[src/design/uarx_pkg.sv]
// constants for the oversampling serial receive front end
// assumes a single system clock and a sample tick from an outside divider
package uarx_pkg;
  localparam int          UARX_DATA_BITS   = 8;
  localparam logic [4:0]  UARX_OS_NORMAL   = 5'h10; // samples per bit, normal
  localparam logic [4:0]  UARX_OS_DOUBLE   = 5'h08; // samples per bit, double speed
  localparam logic [4:0]  UARX_VOTE_NORMAL = 5'h08; // first voting sample, normal
  localparam logic [4:0]  UARX_VOTE_DOUBLE = 5'h04; // first voting sample, double speed
  localparam logic [1:0]  UARX_FIFO_DEPTH  = 2'h2;
  localparam logic        UARX_LINE_IDLE   = 1'b1;

  typedef enum logic [1:0] {
    UARX_IDLE  = 2'b00,
    UARX_START = 2'b01,
    UARX_BITS  = 2'b10,
    UARX_STOP  = 2'b11
  } uarx_state_t;
endpackage

[src/design/uarx_rx.sv]
// oversampling receiver with start validation, majority voting and two-entry buffer
// assumes sample_tick pulses at 16x (or 8x with double speed) the baud rate
`timescale 1ns/10ps

// Notes on behaviour
// - clearing the receiver enable empties the receive buffer and drops any unread characters.
// - the line is sampled at 16 ticks per bit normally and 8 ticks per bit in double speed.
// - start detection begins on a high to low edge, the first low sample being sample one.
// - start validity uses samples 8, 9 and 10 normally, or 4, 5 and 6 in double speed.
// - if two or more validation samples are high the start is dropped as noise.
// - a valid start realigns the bit timing, and this repeats for every frame.
// - each start and data bit is walked through 16 sample states normally or 8 in double speed; the stop bit ends at its last voting sample.
// - each bit is the majority of its three centre samples.
// - recovery runs through data bits up to the first stop bit, and later stop bits are ignored.
// - a stop bit that votes low sets the frame error flag of that character.
// - a new falling edge is accepted right after the last stop voting sample.
// - the complete flag is high while the buffer holds unread data, registered one clock after the fill count changes.
// - the buffer is a two-entry fifo that advances on each data location read.
module uarx_rx
  import uarx_pkg::*;
#(
  parameter int DATA_BITS = UARX_DATA_BITS
)(
  input  wire logic                 clk_sys,
  input  wire logic                 rst_n,
  input  wire logic                 rx_line,
  input  wire logic                 sample_tick,
  input  wire logic                 receiver_enable_bit,
  input  wire logic                 double_speed_select,
  input  wire logic                 rx_data_rd,
  output logic [DATA_BITS-1:0]      rx_data_location,
  output logic                      rx_complete_flag,
  output logic                      frame_error_flag
);

  // three-sample majority
  function automatic logic maj3(input logic [2:0] s);
    maj3 = (s[0] & s[1]) | (s[0] & s[2]) | (s[1] & s[2]);
  endfunction

  logic                 sync1_r;
  logic                 sync2_r;
  logic                 line_prev_r;
  uarx_state_t          state_r;
  logic [4:0]           samp_r;
  logic [2:0]           vote_r;
  logic [3:0]           bitn_r;
  logic [DATA_BITS-1:0] shift_r;
  logic [DATA_BITS-1:0] mem_d_r [0:1];
  logic                 mem_ferr_r [0:1];
  logic                 rd_ptr_r;
  logic                 wr_ptr_r;
  logic [1:0]           count_r;
  logic [4:0]           per_bit;
  logic [4:0]           vote_lo;
  logic                 last_samp;
  logic                 in_vote;
  logic                 bit_val;
  logic                 push;
  logic                 pop;

  // two-flop synchroniser on the serial input
  always_ff @(posedge clk_sys)
  begin
    if (!rst_n)
    begin
      sync1_r <= UARX_LINE_IDLE;
      sync2_r <= UARX_LINE_IDLE;
    end
    else
    begin
      sync1_r <= rx_line;
      sync2_r <= sync1_r;
    end
  end

  // line level at the previous sample tick, for falling edge detection;
  // resets to the idle level so that leaving reset gives no false edge, and
  // a low stop bit cannot retrigger a frame while the line stays low
  always_ff @(posedge clk_sys)
  begin
    if (!rst_n)
      line_prev_r <= UARX_LINE_IDLE;
    else if (sample_tick)
      line_prev_r <= sync2_r;
  end

  // sample numbering depends on speed mode
  assign per_bit   = double_speed_select ? UARX_OS_DOUBLE : UARX_OS_NORMAL;
  assign vote_lo   = double_speed_select ? UARX_VOTE_DOUBLE : UARX_VOTE_NORMAL;
  assign in_vote   = (samp_r >= vote_lo) && (samp_r <= vote_lo + 5'h02);
  assign last_samp = (samp_r == vote_lo + 5'h02);
  assign bit_val   = maj3({vote_r[1:0], sync2_r});

  // receive state machine: start detect, validation, data and stop recovery
  always_ff @(posedge clk_sys)
  begin
    if (!rst_n || !receiver_enable_bit)
    begin
      state_r <= UARX_IDLE;
      samp_r  <= 5'h00;
      vote_r  <= 3'h0;
      bitn_r  <= 4'h0;
      shift_r <= '0;
    end
    else if (sample_tick)
    begin
      if (in_vote)
        vote_r <= {vote_r[1:0], sync2_r};
      case (state_r)
        UARX_IDLE:
        begin
          if (line_prev_r == UARX_LINE_IDLE && sync2_r == 1'b0)
          begin
            state_r <= UARX_START;
            samp_r  <= 5'h02; // this low sample is sample one
          end
        end
        UARX_START:
        begin
          samp_r <= samp_r + 5'h01;
          if (last_samp)
          begin
            if (bit_val)
            begin
              state_r <= UARX_IDLE;
              samp_r  <= 5'h00;
            end
          end
          else if (samp_r == per_bit)
          begin
            state_r <= UARX_BITS;
            samp_r  <= 5'h01;
            bitn_r  <= 4'h0;
          end
        end
        UARX_BITS:
        begin
          samp_r <= samp_r + 5'h01;
          if (last_samp)
            shift_r <= {bit_val, shift_r[DATA_BITS-1:1]};
          if (samp_r == per_bit)
          begin
            samp_r <= 5'h01;
            if (bitn_r == 4'(DATA_BITS - 1))
              state_r <= UARX_STOP;
            bitn_r <= bitn_r + 4'h1;
          end
        end
        UARX_STOP:
        begin
          samp_r <= samp_r + 5'h01;
          if (last_samp)
          begin
            state_r <= UARX_IDLE;
            samp_r  <= 5'h00;
          end
        end
        default:
          state_r <= UARX_IDLE;
      endcase
    end
  end

  // character done at the last stop voting sample; full buffer drops it unless a read pops in the same cycle
  assign push = receiver_enable_bit && sample_tick && (state_r == UARX_STOP) && last_samp
                && (count_r != UARX_FIFO_DEPTH || pop);
  assign pop  = rx_data_rd && (count_r != 2'h0);

  // two-entry receive buffer with frame error stored per character
  always_ff @(posedge clk_sys)
  begin
    if (!rst_n || !receiver_enable_bit)
    begin
      rd_ptr_r <= 1'b0;
      wr_ptr_r <= 1'b0;
      count_r  <= 2'h0;
    end
    else
    begin
      if (push)
        wr_ptr_r <= ~wr_ptr_r;
      if (pop)
        rd_ptr_r <= ~rd_ptr_r;
      count_r <= count_r + {1'b0, push} - {1'b0, pop};
    end
  end

  // buffer storage
  always_ff @(posedge clk_sys)
  begin
    if (!rst_n)
    begin
      mem_d_r[0]    <= '0;
      mem_d_r[1]    <= '0;
      mem_ferr_r[0] <= 1'b0;
      mem_ferr_r[1] <= 1'b0;
    end
    else if (push)
    begin
      mem_d_r[wr_ptr_r]    <= shift_r;
      mem_ferr_r[wr_ptr_r] <= ~bit_val;
    end
  end

  // head of buffer shown to software
  always_ff @(posedge clk_sys)
  begin
    if (!rst_n)
    begin
      rx_data_location <= '0;
      frame_error_flag <= 1'b0;
      rx_complete_flag <= 1'b0;
    end
    else
    begin
      rx_data_location <= mem_d_r[rd_ptr_r];
      frame_error_flag <= mem_ferr_r[rd_ptr_r] && (count_r != 2'h0);
      rx_complete_flag <= (count_r != 2'h0);
    end
  end

endmodule

[config.mk]
export PLATFORM = sky130hd
export DESIGN_NAME = uarx_rx
export DESIGN_NICKNAME = d
export VERILOG_FILES = /design/src/design/uarx_pkg.sv /design/src/design/uarx_rx.sv
export SDC_FILE = /design/constraint.sdc
export NUM_CORES = 1
export LEC_CHECK = 0
export ABC_CLOCK_PERIOD_IN_PS = 2240
export BUFFER_PORTS_ARGS = -buffer_cell sky130_fd_sc_hd__buf_4
export CORE_MARGIN = 8
export CORE_UTILIZATION = 30
export CTS_BUF_LIST = sky130_fd_sc_hd__clkbuf_4
export CTS_CLUSTER_DIAMETER = 50
export DETAILED_ROUTE_END_ITERATION = 10
export PLACE_DENSITY = 0.54
export SYNTH_ARGS = -nofsm -noshare
export SYNTH_HDL_FRONTEND = slang
export SYNTH_SLANG_ARGS = --single-unit
[constraint.sdc]
create_clock -name clk_sys -period 2.24 [get_ports clk_sys]
set_input_delay 0.224 -clock clk_sys [delete_from_list [all_inputs] [get_ports clk_sys]]
set_output_delay 0.224 -clock clk_sys [all_outputs]
set_load 0.005 [all_outputs]
==> summary.txt <==
STA
  • Fin Setup TNS: 0 ps
  • Count of final setup violators: 0
  • Clock skew: 11.8 ps
  • Achievable Freq: around 480 MHz
  • Final Max Slew Viols: 0
  • Slew at the pin closest to its max-slew limit: around 510 ps
  • RSZ-0062 raised after global routing: false
  • Crit share post-route: 0.931
  • Min Clock Period, post-route: between 2000 and 2500 ps
  • Final Hold Viols: 0
  • Slew HR: 0.662

Synth
  • Post-synth EDFFs: 16
  • Mapped Avg Cell Area: 10.7 sq um
  • Yosys reg bits: 57
  • Top_reg_cell synth: dfxtp_1
  • Synth Area in Simple Gates: 0.215
  • Post-synthesis xor/xnor area fraction: 0.0203
  • Synth top area cells: dfxtp_1 (32%), edfxtp_1 (19%), mux2i_1 (8.9%)
  • Largest area contributor in the netlist: dfxtp_1
  • Yosys cell types: 51
  • Yosys top cell area share: 0.317
  • Sequential area share after synthesis: 0.503
  • Post-synthesis adder-cell area fraction: 0.0377
  • Synth Instances: ~240
  • Ys async rst share: 0
  • Multiplexer area fraction after synthesis: 0.0890
  • Synth warnings: 0
  • Combinational family with the most area after synthesis: simple AND/OR/NAND/NOR gates
  • Post-Syn Area: 2590 sq um
  • Post-Syn Nets: roughly 260
  • Complex-gate fraction of the synthesized area: 0.109

Final layout
  • Ant diodes: 0
  • Syn-to-layout area delta: 20.3%
  • Final nets: roughly 290
  • Share of layout cells above drive strength 1: 0.219
  • Fin area: between 3000 and 4000 sq um

GRT
  • Largest net degree at the start of global routing: 23
  • Tot GR Track Use: 0.0907
  • First-pass GRT wire length: approximately 8.4 mm
  • Vias in the first global route: around 1,800
  • GR Overflow Total: 0
  • Initial antenna violation count: 0

Detailed routing
  • Post-route ant nets: 0
  • 1st-pass router iterations: 4
  • Average wire per standard cell: about 12 um
  • Initial DRC Count: 71
  • DR vias/cell: between 4 and 5
  • Routed WL: between 4 and 5 mm
  • Via count: 1,777
  • Post-route DRC: 0

Run status
  • Status: complete, no violations

Setup path
  • Worst EP required: ~2500 ps
  • Slowest-stage cell, CP: or4_4
  • Worst setup EP type: register
  • CP Launch Type: register
  • Worst Path Arrival: 2380 ps
  • Worst Path Buf+Inv: 0
  • Worst Setup Path Type: register to register
  • Delay-heaviest family, CP: simple AND/OR/NAND/NOR gates
  • Crit-path max cell delay: around 450 ps
  • Crit path max fanout: 5
  • CP Cell Sequence: ha_4 -> nand4b_4 -> or4_4 -> a21oi_4 -> nand2_1 -> nand2_1 -> ha_1 -> xnor2_1 -> xnor2_1 -> nor2_1

Floorplanning
  • Die area: approximately 12,000 sq um
  • Initial Util: 0.303
  • Row count: 34
  • Core area: approximately 8600 sq um
  • Io pins: 17
  • Chip width: approximately 110 um
  • Die Ht: 109 um

Power
  • Power per cell area: approximately 670 nW/um^2
  • Sw Ratio: 0.237
  • Sequential share of power: 0.522
  • Gate power share: 0.050
  • Pleak: about 1.2 nW
  • Int Pwr: 0.00159 W
  • Switching Power: ~0.00050 W
  • VDD IR-drop max: about 0.38 mV
  • Power share of the clock group: 0.428

CTS
  • # Post-CTS Setup Buffers: 0
  • H-tree Lvls: 3
  • Root Driver: clkbuf_4
  • Skew-Pair Late Insertion Delay: approximately 400 ps
  • CTS tree: built
  • Sink Count: 57
  • Clock slew at reported path FFs: about 110 ps
  • TritonCTS Buffers: 9
  • Clk buf depth: 2

Place
  • GPL Wtd Cong: 0.737
  • DP HPWL: ~3.5 mm
  • IO buf count: 16
  • Dpl cell area: between 2000 and 3000 sq um

Worst hold path
  • Worst hold path type: primary input to register

Job
  • Max cap viols: 0
==> sequential cells by signal, indices dropped and copies added, names as in the netlist, 2 cells and up, named ones only <==
register and cells:
samp_r 5, mem_ferr_r 2, mem_d_r 16, shift_r 8, count_r 2, rx_data_location 8, bitn_r 4, vote_r 2
==> logic make-up (layout without fill, tap and decap cells) <==
kind of cell,after synthesis,count (layout)
XOR/XNOR,6,6
flip-flops,57,57
AO/OA/AOI/OAI,36,36
AND/OR/NAND/NOR,96,96
buffers and inverters,15,52
multiplexers,23,23
adder cells (fa/ha/maj),8,8
==> power by group through the flow <==
| stage | clock network [W] | registers [W] | logic [W] |
|---|---|---|---|
| CTS | 0.000928 | 0.00109 | 0.000106 |
| global placement | 0 | 0.00111 | 0.000105 |
| floorplan | 0 | 0.00111 | 0.0000599 |
| detailed placement | 0 | 0.00111 | 0.000105 |
| finish | 0.000894 | 0.00109 | 0.000104 |
| global route | 0.000981 | 0.00109 | 0.000117 |
==> placed cells by master (no fill, tap or decap), types with 3 or more instances in the layout <==
cell and instances:
dfxtp_1 39, buf_4 30, mux2i_1 23, nor2_1 21, and2_1 16, edfxtp_1 16, nand2_1 15, nor2b_1 12
clkbuf_4 9, nand3_1 8, nand2b_1 8, o21ai_0 5, a21oi_1 5, ha_1 5, inv_1 4, xnor2_1 4
a21boi_0 3, o21a_1 3
==> repair_timing <==
action	CTS	global route
resized for setup	0	2
endpoints found under the setup margin	0	1
hold endpoints to repair	1	0
hold buffers	1	0
==> Yosys cell counts (2+ instances only) <==
| master | instances |
|---|---|
| a211o_1 | 2 |
| a211oi_1 | 2 |
| a21bo_2 | 2 |
| a21boi_0 | 3 |
| a21o_1 | 2 |
| a21oi_1 | 5 |
| and2_1 | 16 |
| and3_1 | 2 |
| clkbuf_1 | 6 |
| dfxtp_1 | 41 |
| edfxtp_1 | 16 |
| ha_1 | 7 |
| inv_1 | 4 |
| mux2i_1 | 23 |
| nand2_1 | 15 |
| nand2b_1 | 9 |
| nand3_1 | 8 |
| nand3b_1 | 2 |
| nor2_1 | 21 |
| nor2b_1 | 12 |
| o211ai_1 | 2 |
| o21a_1 | 3 |
| o21ai_0 | 5 |
| or3_1 | 2 |
| xnor2_1 | 4 |
| xor2_1 | 2 |
==> stage by stage <==
step                std cells  hold slack (ps)  power [W]  setup slack (ps)  utilization
global route              386             64.2    0.00219              9.56        0.364
global placement          369              390    0.00122              67.9        0.343
CTS                       386             60.0    0.00213              63.8        0.364
finish                    386             89.4    0.00209               155        0.364
detailed placement        369              392    0.00122              10.6        0.343
floorplan                 241              325    0.00117              37.0            -
==> metal layers <==
metal | global-route usage | up-vias | routed length [um]
li1 | - | 919 | -
met1 | 0.108 | 820 | 2230
met2 | 0.139 | 27 | 2240
met3 | 0.0313 | 11 | 176
met4 | 0.0538 | 0 | 116
met5 | 0 | - | 0
==> final cells by class <==
class	instances	area (sq um)
Clock buffer	9	67.6
Clock inverter	7	103
Fill cell	867	5440
Inverter	5	18.8
Multi-Input combinational cell	169	1250
Sequential cell	57	1300
Tap cell	108	135
Timing Repair Buffer	31	235
==> final timing paths <==
kind | start | endpoint | slack (ps) | depth (start not counted)
max | samp_r[3]$_SDFFE_PP0P_ | count_r[1]$_SDFF_PP0_ | 160 | 10
min | receiver_enable_bit | count_r[0]$_SDFF_PP0_ | 90 | 2
max reg2reg | samp_r[3]$_SDFFE_PP0P_ | count_r[1]$_SDFF_PP0_ | 160 | 10
min reg2reg | sync1_r$_SDFF_PN1_ | sync2_r$_SDFF_PN1_ | 420 | 1
Note: power is estimated with default switching activity, not from simulation.
